==> config.mk <==
export PLATFORM = sky130hd
export DESIGN_NAME = awb_top
export DESIGN_NICKNAME = d
export VERILOG_FILES = /design/src/awb_pkg.sv /design/src/awb_core_if.sv /design/src/awb_stats.sv /design/src/awb_step.sv /design/src/awb_top.sv
export SDC_FILE = /design/constraint.sdc
export NUM_CORES = 2
export LEC_CHECK = 0
export BUFFER_PORTS_ARGS = -buffer_cell sky130_fd_sc_hd__buf_2
export CELL_PAD_IN_SITES_DETAIL_PLACEMENT = 0
export CELL_PAD_IN_SITES_GLOBAL_PLACEMENT = 2
export CORE_MARGIN = 2
export CORE_UTILIZATION = 29
export DETAILED_ROUTE_END_ITERATION = 8
export GPL_TIMING_DRIVEN = 0
export MAX_ROUTING_LAYER = met4
export PLACE_DENSITY = 0.71
export SLEW_MARGIN = 10
export SYNTH_ARGS = -nofsm -noshare
export SYNTH_HDL_FRONTEND = slang
export SYNTH_SLANG_ARGS = --single-unit
export TNS_END_PERCENT = 100
==> constraint.sdc <==
create_clock -name CLK -period 19 [get_ports CLK]
set_input_delay 3.8 -clock CLK [delete_from_list [all_inputs] [get_ports CLK]]
set_output_delay 3.8 -clock CLK [all_outputs]
set_load 0.005 [all_outputs]
==> src/awb_pkg.sv <==
// Constants, register map and types for the automatic colour balance control block
//
// Overview of operation
// - Once or Continuous mode adjusts red/blue ratios
// - Two profiles, Indoor and Outdoor, selectable
// - Outdoor restricts ratios to daylight band
// - Indoor allows any ratio within limits
// - Ratios clamped to programmable limits, full default
// - Damping 0 to 1, higher is slower
// - No region enabled: statistics from all pixels
// - Per-algorithm region sets, chosen by selector
// - Region enable picks region over whole image
// - Region offsets relative to captured window
// - Target grey mode: automatic or user value
// - User target grey applied in linear domain
// - Lighting mode three values, normal after reset
// - Metering mode effective only under normal lighting
package awb_pkg;
  localparam int AW = 8;
  localparam logic [AW-1:0] A_CTRL = 8'h00;
  localparam logic [AW-1:0] A_LIMIT = 8'h04;
  localparam logic [AW-1:0] A_DAMP = 8'h08;
  localparam logic [AW-1:0] A_RATIO = 8'h0C;
  localparam logic [AW-1:0] A_TGREY = 8'h10;
  localparam logic [AW-1:0] A_RSEL = 8'h14;
  localparam logic [AW-1:0] A_REN = 8'h18;
  localparam logic [AW-1:0] A_RCOL = 8'h1C;
  localparam logic [AW-1:0] A_RROW = 8'h20;
  localparam logic [AW-1:0] A_RWID = 8'h24;
  localparam logic [AW-1:0] A_RHGT = 8'h28;
  localparam logic [AW-1:0] A_STAT = 8'h2C;
  // Field positions
  localparam int CTRL_MODE_LSB = 0;
  localparam int CTRL_PROF_BIT = 2;
  localparam int CTRL_LIGHT_LSB = 4;
  localparam int CTRL_METER_LSB = 6;
  localparam int CTRL_TGM_BIT = 8;
  localparam int HI_LSB = 16;
  localparam int STAT_DONE_BIT = 0;
  localparam int STAT_ONCE_BIT = 1;
  localparam int STAT_CONT_BIT = 2;
  // Encodings
  localparam logic [1:0] MODE_OFF = 2'h0;
  localparam logic [1:0] MODE_ONCE = 2'h1;
  localparam logic [1:0] MODE_CONT = 2'h2;
  localparam logic [1:0] LIGHT_BACK = 2'h0;
  localparam logic [1:0] LIGHT_FRONT = 2'h1;
  localparam logic [1:0] LIGHT_NORMAL = 2'h2;
  localparam logic [1:0] METER_AVG = 2'h0;
  localparam logic ALGO_AE = 1'h0;
  localparam logic ALGO_AWB = 1'h1;
  // Reset values, ratio is 4.8 fixed point
  localparam logic [11:0] RATIO_RST = 12'h100;
  localparam logic [11:0] LO_RST = 12'h000;
  localparam logic [11:0] HI_RST = 12'hFFF;
  localparam logic [8:0] DAMP_ONE = 9'h100;
  localparam logic [8:0] DAMP_RST = 9'h080;
  localparam logic [11:0] TGREY_RST = 12'h800;
  localparam logic [15:0] RSIZE_RST = 16'h0100;
  // Daylight band for the outdoor profile
  localparam logic [11:0] OUT_R_MIN = 12'h140;
  localparam logic [11:0] OUT_R_MAX = 12'h200;
  localparam logic [11:0] OUT_B_MIN = 12'h140;
  localparam logic [11:0] OUT_B_MAX = 12'h240;
  // Automatic target grey per lighting mode
  localparam logic [11:0] TG_BACK = 12'hA00;
  localparam logic [11:0] TG_FRONT = 12'h500;
  localparam logic [11:0] TG_NORM = 12'h733;
  localparam logic [11:0] STEP_MAX = 12'h040;
  localparam int CONV_SHIFT = 6;
  typedef enum logic [2:0] {
    ST_OFF = 3'b001,
    ST_ONCE = 3'b010,
    ST_CONT = 3'b100
  } awb_state_t;
endpackage : awb_pkg

==> src/awb_core_if.sv <==
// Interface joining the control core to its statistics and step engines
`timescale 1ns/1ps
interface awb_core_if;
  logic ce;
  logic roi_use;
  logic [15:0] col0;
  logic [15:0] row0;
  logic [15:0] wid;
  logic [15:0] hgt;
  logic [31:0] sum_r;
  logic [31:0] sum_g;
  logic [31:0] sum_b;
  logic sums_vld;
  logic [11:0] cur_r;
  logic [11:0] cur_b;
  logic [11:0] lo;
  logic [11:0] hi;
  logic [8:0] damp;
  logic outdoor;
  logic [11:0] nxt_r;
  logic [11:0] nxt_b;
  logic nxt_vld;
  logic conv;
  modport top (output ce, roi_use, col0, row0, wid, hgt, cur_r, cur_b, lo, hi, damp, outdoor,
               input nxt_r, nxt_b, nxt_vld, conv);
  modport stats (input ce, roi_use, col0, row0, wid, hgt, output sum_r, sum_g, sum_b, sums_vld);
  modport step (input ce, sum_r, sum_g, sum_b, sums_vld, cur_r, cur_b, lo, hi, damp, outdoor,
                output nxt_r, nxt_b, nxt_vld, conv);
endinterface : awb_core_if

==> src/awb_stats.sv <==
// Per-frame colour sums over the region or the whole image
`timescale 1ns/1ps
module awb_stats (
  // Clock and reset
  input wire logic clk,
  input wire logic rst_n,
  // Pixel stream, coordinates relative to captured window
  input wire logic pix_vld,
  input wire logic pix_sof,
  input wire logic pix_eof,
  input wire logic [15:0] pix_col,
  input wire logic [15:0] pix_row,
  input wire logic [11:0] pix_r,
  input wire logic [11:0] pix_g,
  input wire logic [11:0] pix_b,
  // Core link
  awb_core_if.stats cif
);
  typedef struct packed {
    logic [31:0] ar;
    logic [31:0] ag;
    logic [31:0] ab;
    logic [31:0] sr;
    logic [31:0] sg;
    logic [31:0] sb;
    logic vld;
  } awb_stats_st_t;
  awb_stats_st_t s_q;
  awb_stats_st_t s_d;
  logic in_roi;
  logic [31:0] br;
  logic [31:0] bg;
  logic [31:0] bb;

  always_comb begin
    // Window-relative bounds; 17 bits so start plus size cannot wrap
    in_roi = !cif.roi_use ||
             ({1'b0, pix_col} >= {1'b0, cif.col0} && {1'b0, pix_col} < {1'b0, cif.col0} + {1'b0, cif.wid} &&
              {1'b0, pix_row} >= {1'b0, cif.row0} && {1'b0, pix_row} < {1'b0, cif.row0} + {1'b0, cif.hgt});
    br = pix_sof ? 32'h0 : s_q.ar;
    bg = pix_sof ? 32'h0 : s_q.ag;
    bb = pix_sof ? 32'h0 : s_q.ab;
    if (pix_vld && in_roi) begin
      br = br + {20'h0, pix_r};
      bg = bg + {20'h0, pix_g};
      bb = bb + {20'h0, pix_b};
    end
    s_d = s_q;
    if (cif.ce) begin
      s_d.vld = 1'b0;
      s_d.ar = br;
      s_d.ag = bg;
      s_d.ab = bb;
      if (pix_eof) begin
        s_d.sr = br;
        s_d.sg = bg;
        s_d.sb = bb;
        s_d.vld = 1'b1;
        s_d.ar = 32'h0;
        s_d.ag = 32'h0;
        s_d.ab = 32'h0;
      end
    end
  end

  always_ff @(posedge clk or negedge rst_n) begin
    if (!rst_n) begin
      s_q <= '0;
    end else begin
      s_q <= s_d;
    end
  end

  assign cif.sum_r = s_q.sr;
  assign cif.sum_g = s_q.sg;
  assign cif.sum_b = s_q.sb;
  assign cif.sums_vld = s_q.vld;
endmodule : awb_stats

==> src/awb_step.sv <==
// Damped ratio step toward grey balance, with profile band and limit clamp
`timescale 1ns/1ps
module awb_step (
  // Clock and reset
  input wire logic clk,
  input wire logic rst_n,
  // Core link
  awb_core_if.step cif
);
  typedef struct packed {
    logic [11:0] r;
    logic [11:0] b;
    logic vld;
    logic conv;
  } awb_step_st_t;
  awb_step_st_t s_q;
  awb_step_st_t s_d;
  logic [20:0] prod;
  logic [11:0] stp;
  logic [11:0] nr;
  logic [11:0] nb;
  logic cr;
  logic cb;

  function automatic logic [12:0] adj(input logic [11:0] cur, input logic [31:0] sc,
                                      input logic [31:0] sg, input logic [11:0] st);
    logic [43:0] scaled;
    logic [35:0] diff;
    logic [12:0] res;
    scaled = (sc * {32'h0, cur}) >> 8;
    diff = (scaled[35:0] > {4'h0, sg}) ? scaled[35:0] - {4'h0, sg} : {4'h0, sg} - scaled[35:0];
    res = {1'b0, cur};
    if (diff <= ({4'h0, sg} >> awb_pkg::CONV_SHIFT)) begin
      res = {1'b1, cur};
    end else if (scaled[35:0] > {4'h0, sg}) begin
      res = {1'b0, (cur > st) ? cur - st : 12'h000};
    end else begin
      res = {1'b0, (cur < 12'hFFF - st) ? cur + st : 12'hFFF};
    end
    return res;
  endfunction : adj

  function automatic logic [11:0] clamp(input logic [11:0] v, input logic [11:0] lo, input logic [11:0] hi);
    logic [11:0] o;
    o = v;
    if (o < lo) o = lo;
    if (o > hi) o = hi;
    return o;
  endfunction : clamp

  always_comb begin
    // Higher damping shrinks the step; full damping freezes the ratios
    prod = 21'(awb_pkg::DAMP_ONE - cif.damp) * 21'(awb_pkg::STEP_MAX);
    stp = prod[19:8];
    if (stp == 12'h000 && cif.damp < awb_pkg::DAMP_ONE) stp = 12'h001;
    {cr, nr} = adj(cif.cur_r, cif.sum_r, cif.sum_g, stp);
    {cb, nb} = adj(cif.cur_b, cif.sum_b, cif.sum_g, stp);
    if (cif.outdoor) begin
      nr = clamp(nr, awb_pkg::OUT_R_MIN, awb_pkg::OUT_R_MAX);
      nb = clamp(nb, awb_pkg::OUT_B_MIN, awb_pkg::OUT_B_MAX);
    end
    s_d = s_q;
    if (cif.ce) begin
      s_d.vld = cif.sums_vld;
      if (cif.sums_vld) begin
        s_d.r = clamp(nr, cif.lo, cif.hi);
        s_d.b = clamp(nb, cif.lo, cif.hi);
        s_d.conv = cr && cb;
      end
    end
  end

  always_ff @(posedge clk or negedge rst_n) begin
    if (!rst_n) begin
      s_q <= '0;
    end else begin
      s_q <= s_d;
    end
  end

  assign cif.nxt_r = s_q.r;
  assign cif.nxt_b = s_q.b;
  assign cif.nxt_vld = s_q.vld;
  assign cif.conv = s_q.conv;
endmodule : awb_step

==> src/awb_top.sv <==
// Automatic colour balance control: registers, mode sequencing, region sets and targets
//
// The register addresses and strobed register access are this design's own decisions.
`timescale 1ns/1ps
module awb_top (
  // Clock, reset, enable
  input wire logic CLK,
  input wire logic RESET_N,
  input wire logic CE,
  // Register port
  input wire logic [7:0] ADDR,
  input wire logic [31:0] WDATA,
  input wire logic WR,
  input wire logic RD,
  output logic [31:0] RDATA,
  // Pixel stream
  input wire logic PIX_VALID,
  input wire logic PIX_SOF,
  input wire logic PIX_EOF,
  input wire logic [15:0] PIX_COL,
  input wire logic [15:0] PIX_ROW,
  input wire logic [11:0] PIX_R,
  input wire logic [11:0] PIX_G,
  input wire logic [11:0] PIX_B,
  // Colour gain ratios
  output logic [11:0] COLOUR_GAIN_RATIO_RED,
  output logic [11:0] COLOUR_GAIN_RATIO_BLUE,
  // Exposure targets and modes
  output logic [11:0] TARGET_GREY,
  output logic [1:0] LIGHTING_MODE,
  output logic [1:0] METERING_MODE,
  output logic METERING_ACTIVE,
  // Exposure region set
  output logic AE_REGION_USE,
  output logic [15:0] AE_REGION_COL_START,
  output logic [15:0] AE_REGION_ROW_START,
  output logic [15:0] AE_REGION_WIDTH,
  output logic [15:0] AE_REGION_HEIGHT
);
  typedef struct packed {
    awb_pkg::awb_state_t st;
    logic outdoor;
    logic [1:0] light;
    logic [1:0] meter;
    logic tg_user;
    logic [11:0] lo;
    logic [11:0] hi;
    logic [8:0] damp;
    logic [11:0] ratio_r;
    logic [11:0] ratio_b;
    logic [11:0] tg_val;
    logic [11:0] tg_out;
    logic [1:0] meter_out;
    logic meter_act;
    logic sel;
    logic [1:0] ruse;
    logic [1:0][15:0] rcol;
    logic [1:0][15:0] rrow;
    logic [1:0][15:0] rwid;
    logic [1:0][15:0] rhgt;
    logic done;
    logic [31:0] rdata;
  } awb_top_st_t;

  awb_top_st_t s_q;
  awb_top_st_t s_d;
  awb_core_if cif ();
  logic [1:0] ent_we;
  logic ctrl_we;
  logic ratio_we;
  logic [1:0] wmode;

  ////////////////////////////////////////////////////////////////////////////////
  // Engines

  awb_stats u_stats (
    .clk(CLK),
    .rst_n(RESET_N),
    .pix_vld(PIX_VALID),
    .pix_sof(PIX_SOF),
    .pix_eof(PIX_EOF),
    .pix_col(PIX_COL),
    .pix_row(PIX_ROW),
    .pix_r(PIX_R),
    .pix_g(PIX_G),
    .pix_b(PIX_B),
    .cif(cif.stats)
  );

  awb_step u_step (
    .clk(CLK),
    .rst_n(RESET_N),
    .cif(cif.step)
  );

  // Only the balance algorithm's own region set steers the statistics
  assign cif.ce = CE;
  assign cif.roi_use = s_q.ruse[awb_pkg::ALGO_AWB];
  assign cif.col0 = s_q.rcol[awb_pkg::ALGO_AWB];
  assign cif.row0 = s_q.rrow[awb_pkg::ALGO_AWB];
  assign cif.wid = s_q.rwid[awb_pkg::ALGO_AWB];
  assign cif.hgt = s_q.rhgt[awb_pkg::ALGO_AWB];
  assign cif.cur_r = s_q.ratio_r;
  assign cif.cur_b = s_q.ratio_b;
  assign cif.lo = s_q.lo;
  assign cif.hi = s_q.hi;
  assign cif.damp = s_q.damp;
  assign cif.outdoor = s_q.outdoor;

  ////////////////////////////////////////////////////////////////////////////////
  // Write decode

  genvar gi;
  generate
    for (gi = 0; gi < 2; gi++) begin : g_ent
      assign ent_we[gi] = WR && (s_q.sel == 1'(gi));
    end
  endgenerate

  assign ctrl_we = WR && ADDR == awb_pkg::A_CTRL;
  assign ratio_we = WR && ADDR == awb_pkg::A_RATIO;
  assign wmode = WDATA[awb_pkg::CTRL_MODE_LSB +: 2];

  ////////////////////////////////////////////////////////////////////////////////
  // Next state

  always_comb begin
    s_d = s_q;
    if (CE) begin
      // Register writes
      if (ctrl_we) begin
        case (wmode)
          awb_pkg::MODE_ONCE: s_d.st = awb_pkg::ST_ONCE;
          awb_pkg::MODE_CONT: s_d.st = awb_pkg::ST_CONT;
          default: s_d.st = awb_pkg::ST_OFF;
        endcase
        s_d.outdoor = WDATA[awb_pkg::CTRL_PROF_BIT];
        // Reserved lighting code falls back to normal
        s_d.light = (WDATA[awb_pkg::CTRL_LIGHT_LSB +: 2] == 2'h3) ? awb_pkg::LIGHT_NORMAL :
                    WDATA[awb_pkg::CTRL_LIGHT_LSB +: 2];
        s_d.meter = (WDATA[awb_pkg::CTRL_METER_LSB +: 2] == 2'h3) ? awb_pkg::METER_AVG :
                    WDATA[awb_pkg::CTRL_METER_LSB +: 2];
        s_d.tg_user = WDATA[awb_pkg::CTRL_TGM_BIT];
      end
      if (WR && ADDR == awb_pkg::A_LIMIT) begin
        s_d.lo = WDATA[11:0];
        s_d.hi = WDATA[awb_pkg::HI_LSB +: 12];
      end
      if (WR && ADDR == awb_pkg::A_DAMP) begin
        // Values above one saturate to one
        s_d.damp = (WDATA[31:0] > {23'h0, awb_pkg::DAMP_ONE}) ? awb_pkg::DAMP_ONE : WDATA[8:0];
      end
      if (WR && ADDR == awb_pkg::A_TGREY) begin
        s_d.tg_val = WDATA[11:0];
      end
      if (WR && ADDR == awb_pkg::A_RSEL) begin
        s_d.sel = WDATA[0];
      end
      for (int i = 0; i < 2; i++) begin
        if (ent_we[i]) begin
          case (ADDR)
            awb_pkg::A_REN: s_d.ruse[i] = WDATA[0];
            awb_pkg::A_RCOL: s_d.rcol[i] = WDATA[15:0];
            awb_pkg::A_RROW: s_d.rrow[i] = WDATA[15:0];
            awb_pkg::A_RWID: s_d.rwid[i] = WDATA[15:0];
            awb_pkg::A_RHGT: s_d.rhgt[i] = WDATA[15:0];
            default: ;
          endcase
        end
      end
      if (WR && ADDR == awb_pkg::A_STAT && WDATA[awb_pkg::STAT_DONE_BIT]) begin
        s_d.done = 1'b0;
      end

      // Automatic adjustment; a software ratio write in the same cycle wins
      if (ratio_we) begin
        s_d.ratio_r = WDATA[11:0];
        s_d.ratio_b = WDATA[awb_pkg::HI_LSB +: 12];
      end else if (cif.nxt_vld && s_q.st != awb_pkg::ST_OFF) begin
        s_d.ratio_r = cif.nxt_r;
        s_d.ratio_b = cif.nxt_b;
      end

      // Once mode retires itself after a converged frame
      case (s_q.st)
        awb_pkg::ST_ONCE: begin
          if (cif.nxt_vld && cif.conv) begin
            if (!ctrl_we) begin
              s_d.st = awb_pkg::ST_OFF;
            end
            s_d.done = 1'b1;
          end
        end
        awb_pkg::ST_CONT: ;
        awb_pkg::ST_OFF: ;
        default: s_d.st = awb_pkg::ST_OFF;
      endcase

      // Targets and metering, registered for the outputs
      if (s_q.tg_user) begin
        s_d.tg_out = s_q.tg_val;
      end else begin
        case (s_q.light)
          awb_pkg::LIGHT_BACK: s_d.tg_out = awb_pkg::TG_BACK;
          awb_pkg::LIGHT_FRONT: s_d.tg_out = awb_pkg::TG_FRONT;
          default: s_d.tg_out = awb_pkg::TG_NORM;
        endcase
      end
      s_d.meter_act = s_q.light == awb_pkg::LIGHT_NORMAL;
      s_d.meter_out = (s_q.light == awb_pkg::LIGHT_NORMAL) ? s_q.meter : awb_pkg::METER_AVG;

      // Read data, valid in the cycle after the strobe only
      s_d.rdata = 32'h0;
      if (RD) begin
        case (ADDR)
          awb_pkg::A_CTRL: begin
            s_d.rdata[awb_pkg::CTRL_MODE_LSB +: 2] = (s_q.st == awb_pkg::ST_ONCE) ? awb_pkg::MODE_ONCE :
                                                     (s_q.st == awb_pkg::ST_CONT) ? awb_pkg::MODE_CONT :
                                                     awb_pkg::MODE_OFF;
            s_d.rdata[awb_pkg::CTRL_PROF_BIT] = s_q.outdoor;
            s_d.rdata[awb_pkg::CTRL_LIGHT_LSB +: 2] = s_q.light;
            s_d.rdata[awb_pkg::CTRL_METER_LSB +: 2] = s_q.meter;
            s_d.rdata[awb_pkg::CTRL_TGM_BIT] = s_q.tg_user;
          end
          awb_pkg::A_LIMIT: s_d.rdata = {4'h0, s_q.hi, 4'h0, s_q.lo};
          awb_pkg::A_DAMP: s_d.rdata = {23'h0, s_q.damp};
          awb_pkg::A_RATIO: s_d.rdata = {4'h0, s_q.ratio_b, 4'h0, s_q.ratio_r};
          awb_pkg::A_TGREY: s_d.rdata = {20'h0, s_q.tg_val};
          awb_pkg::A_RSEL: s_d.rdata = {31'h0, s_q.sel};
          awb_pkg::A_REN: s_d.rdata = {31'h0, s_q.ruse[s_q.sel]};
          awb_pkg::A_RCOL: s_d.rdata = {16'h0, s_q.rcol[s_q.sel]};
          awb_pkg::A_RROW: s_d.rdata = {16'h0, s_q.rrow[s_q.sel]};
          awb_pkg::A_RWID: s_d.rdata = {16'h0, s_q.rwid[s_q.sel]};
          awb_pkg::A_RHGT: s_d.rdata = {16'h0, s_q.rhgt[s_q.sel]};
          awb_pkg::A_STAT: begin
            s_d.rdata[awb_pkg::STAT_DONE_BIT] = s_q.done;
            s_d.rdata[awb_pkg::STAT_ONCE_BIT] = s_q.st == awb_pkg::ST_ONCE;
            s_d.rdata[awb_pkg::STAT_CONT_BIT] = s_q.st == awb_pkg::ST_CONT;
          end
          default: s_d.rdata = 32'h0;
        endcase
      end
    end
  end

  ////////////////////////////////////////////////////////////////////////////////
  // State register

  always_ff @(posedge CLK or negedge RESET_N) begin
    if (!RESET_N) begin
      s_q <= '0;
      s_q.st <= awb_pkg::ST_OFF;
      s_q.light <= awb_pkg::LIGHT_NORMAL;
      s_q.meter <= awb_pkg::METER_AVG;
      s_q.lo <= awb_pkg::LO_RST;
      s_q.hi <= awb_pkg::HI_RST;
      s_q.damp <= awb_pkg::DAMP_RST;
      s_q.ratio_r <= awb_pkg::RATIO_RST;
      s_q.ratio_b <= awb_pkg::RATIO_RST;
      s_q.tg_val <= awb_pkg::TGREY_RST;
      s_q.tg_out <= awb_pkg::TG_NORM;
      s_q.meter_act <= 1'b1;
      s_q.rwid <= {2{awb_pkg::RSIZE_RST}};
      s_q.rhgt <= {2{awb_pkg::RSIZE_RST}};
    end else begin
      s_q <= s_d;
    end
  end

  ////////////////////////////////////////////////////////////////////////////////
  // Outputs

  assign RDATA = s_q.rdata;
  assign COLOUR_GAIN_RATIO_RED = s_q.ratio_r;
  assign COLOUR_GAIN_RATIO_BLUE = s_q.ratio_b;
  assign TARGET_GREY = s_q.tg_out;
  assign LIGHTING_MODE = s_q.light;
  assign METERING_MODE = s_q.meter_out;
  assign METERING_ACTIVE = s_q.meter_act;
  assign AE_REGION_USE = s_q.ruse[awb_pkg::ALGO_AE];
  assign AE_REGION_COL_START = s_q.rcol[awb_pkg::ALGO_AE];
  assign AE_REGION_ROW_START = s_q.rrow[awb_pkg::ALGO_AE];
  assign AE_REGION_WIDTH = s_q.rwid[awb_pkg::ALGO_AE];
  assign AE_REGION_HEIGHT = s_q.rhgt[awb_pkg::ALGO_AE];
endmodule : awb_top

==> implementation parameters <==
Parameter                              Value

Synthesis
  Synthesis-stage register bit count    472
  Combinational family with the most area after synthesis    adder cells
  Yosys warnings    0
  Mux share of post-synthesis cell area    0.0451
  Post-synthesis share of cell area spent on and, or, nand and nor gates    0.163
  Distinct cells, synth    107
  Xor/xnor share of the synthesized area    0.0358
  Fraction of registers with async set/reset    1.00
  Adder and majority gate portion of the synthesized area    0.300
  Synthesized-area fraction occupied by ao, oa, aoi and oai cells    0.174
  Cell taking the most area after synthesis    fa_1
  Sequential fraction of the synthesis area    0.184
  Count of flip-flops with a built-in enable after synthesis    0
  Area of the mapped netlist    64500 µm²
  Area share of the largest cell type after synthesis    0.190
  Top FF cell, synth    dfrtp_1
  Mapped Avg Cell Area    8.39 µm²
  Cell types occupying the most area after synthesis    fa_1 (19%), dfrtp_1 (17%), ha_1 (11%), nand2_1 (5.8%), inv_1 (5.8%)
  Cell count after synthesis    7692

Setup path
  Class of the most critical setup path    reg -> reg
  Critical-path cell with the highest stage delay    fa_1
  Launching element type of the critical path    flip-flop
  Sort of element at the end of the critical path    flip-flop
  Most prevalent standard cell on the critical path    nor2_1
  Critical Path AT    18580 ps
  Req. time, crit path    19580 ps
  Max incr delay on CP    600 ps
  Worst Path Max Fanout    19

Final layout
  Fin area    72500 µm²
  Area of the multi-input gates    46500 µm²
  Fill cell count    23800
  Fraction of layout cells with a size suffix above 1    0.115
  Final-stage net count    9312
  Register area    11900 µm²
  Area Growth Syn to Fin    12.3%

Timing
  Time the worst path needs with I/O delays and setup    18000 ps
  Final clock skew    87.1 ps
  Achievable frequency    0.0555 GHz
  Final Max Slew Viols    0
  Final hold violations    0
  Final worst slack    997 ps
  Sum of negative setup slack    0 ps
  Relative max-transition margin    0.104
  Period Utilization, post-route    0.948
  Transition time at the pin with the least slew margin    1340 ps
  Number of endpoints failing setup at the final stage    0

CTS
  Post-CTS Hold Buffers    0
  Clock latency at the later pin of the worst-skew pair    710 ps
  Clock tree from TritonCTS    built
  Maximum count of clock buffers along a single path    3
  Total number of H-tree levels    3
  Number of buffers created by CTS    67
  Clock-pin slew on the worst setup and hold paths    60 ps
  TritonCTS sink count    472
  CTS Root Buffer Type    clkbuf_16

Place
  Total placed instance area    69700 µm²
  Post-Place Worst Slack    -3190 ps
  Detailed placer's ending HPWL    234 mm
  Placer's final routability congestion estimate    0.959
  Number of port buffers    246

Die
  Area of the core    222000 µm²
  Die boundary width    476 µm
  Die height    476 µm
  Full die area    226000 µm²
  Initial Utilization    0.291
  Number of top-level design ports    254
  Core Rows    173

Routing
  Average routed wire per standard cell    25.4 µm
  Vias    57700
  Number of nets still failing antenna checks after routing    0
  Detailed router's first-iteration violation count    4471
  Total routed wirelength    282 mm
  DRC    0
  Detailed-router iteration count before antenna repair    7
  Vias per Instance    5.22

GRT
  Global-route wire length before repair    408 mm
  Vias in the first global route    58100
  Met1 track demand over resource    0.330
  Pin count of the biggest net entering global routing    105
  Tot GR Track Use    0.252
  Antenna violations before repair    29
  Global route overflow    0
  GRT busiest layer    met2
  Fraction of met2 tracks used by global routing    0.410
  M3 GR Usage    0.0293

Min path
  Hold Crit Class    reg -> reg

Flow run
  Reported max-cap violation count    0

Run status
  Result of the run    complete, no violations
## cell usage in the layout, fill, tap and decap left out, types with 37 or more instances in the layout
cell          n
nand4_1      96
nor2_1      332
ha_1        567
nand2_1    1000
and2_1      234
clkbuf_2     52
mux2_2      180
dfrtp_1     441
inv_1       989
nor2b_1     108
o2bb2ai_1    60
nand2b_1     49
fa_1        611
o211ai_1     40
a211oi_1     37
mux2i_1      86
o31ai_1      53
buf_4       145
clkbuf_16    67
xnor2_1     177
nand3_1     103
buf_2       275
xor2_1       82
a21o_1      133
a31oi_1      48
o21bai_1     73
a21oi_1     473
clkbuf_1    299
nor3_1       88
o21ai_0     430
o21a_1       44
and3_1       56
## sequential cells by signal, indices dropped and copies added, names as in the netlist, 16 cells and up
register             flops
AE_REGION_ROW_START     16
AE_REGION_HEIGHT        16
cif.wid                 16
RDATA                   28
AE_REGION_WIDTH         16
cif.row0                16
u_stats.cif.sum_g       32
AE_REGION_COL_START     16
u_stats.cif.sum_r       32
cif.col0                16
u_stats.cif.sum_b       32
u_stats.s_q             96
cif.hgt                 16
s_q                     20
## metal layers
| metal | part of all wire | wire length [µm] |
|---|---|---|
| met5 | 0 | 0 |
| met4 | 0.032 | 9060 |
| met3 | 0.056 | 15700 |
| met2 | 0.47 | 133000 |
| met1 | 0.44 | 124000 |
## path summary, 6_finish.rpt
| kind | slack, ps | startpoint | depth (start not counted) | end |
|---|---|---|---|---|
| hold / removal | 480 | u_stats.s_q[97] | 1 | u_stats.s_q[97] |
| setup reg to reg | 1000 | COLOUR_GAIN_RATIO_RED[5] | 71 | u_step.cif.nxt_r[1] |
| hold reg to reg | 480 | u_stats.s_q[97] | 1 | u_stats.s_q[97] |
| min in group asynchronous | 3050 | RESET_N | 1 | u_step.cif.nxt_b[8] |
| setup / recovery | 1000 | COLOUR_GAIN_RATIO_RED[5] | 71 | u_step.cif.nxt_r[1] |
| max in group asynchronous | 14530 | RESET_N | 3 | AE_REGION_WIDTH[2] |
## area by class of cell
class	instances	share of cell area
Sequential cell	472	0.163
Clock inverter	23	0.00520
Multi-Input combinational cell	5672	0.642
Antenna cell	20	0.000690
Inverter	993	0.0515
Tap cell	2975	0.0514
Clock buffer	101	0.0270
Buffer	551	0.0387
Timing Repair Buffer	258	0.0200
## Yosys cell counts, drive strengths merged (84+ instances only)
cell / count
mux2: 180
inv: 992
nor3: 90
nand4: 97
buf: 193
a21oi: 476
dfrtp: 442
mux2i: 86
o21ai: 441
clkbuf: 365
and2: 237
nor2b: 108
nand3: 104
fa: 611
xnor2: 180
nand2: 1002
a21o: 133
nor2: 337
ha: 570
xor2: 84
## kinds of logic after synthesis
kind of cell             after synthesis
AO/OA/AOI/OAI                       1726
XOR/XNOR                             264
adder cells (fa/ha/maj)             1181
buffers and inverters               1551
flip-flops                           472
multiplexers                         267
other                                  1
AND/OR/NAND/NOR                     2230
## stage by stage
step,util,hold WS [ps],cells
global placement,0.314,457,10900
finish,0.327,479,11100
CTS,0.326,482,11000
detailed placement,0.314,466,10900
global route,0.327,495,11100
floorplan,-,439,7695
## critical path, delay by kind of cell (launching register included)
kind	cells	cell delay, ps
adder cells (fa/ha/maj)	10	4280
AO/OA/AOI/OAI	23	5490
AND/OR/NAND/NOR	24	4240
flip-flops	1	530
XOR/XNOR	2	340
buffers and inverters	11	2480
multiplexers	1	360
## repair_timing
action	CTS	global route
pin swaps	1	4
gates resized for setup	79	134
setup endpoints to repair	24	24
buffers inserted	2	3
Power is left out: the tool's default activity adds up to more than one toggle a clock period on the data nets, which glitch-free logic cannot reach.
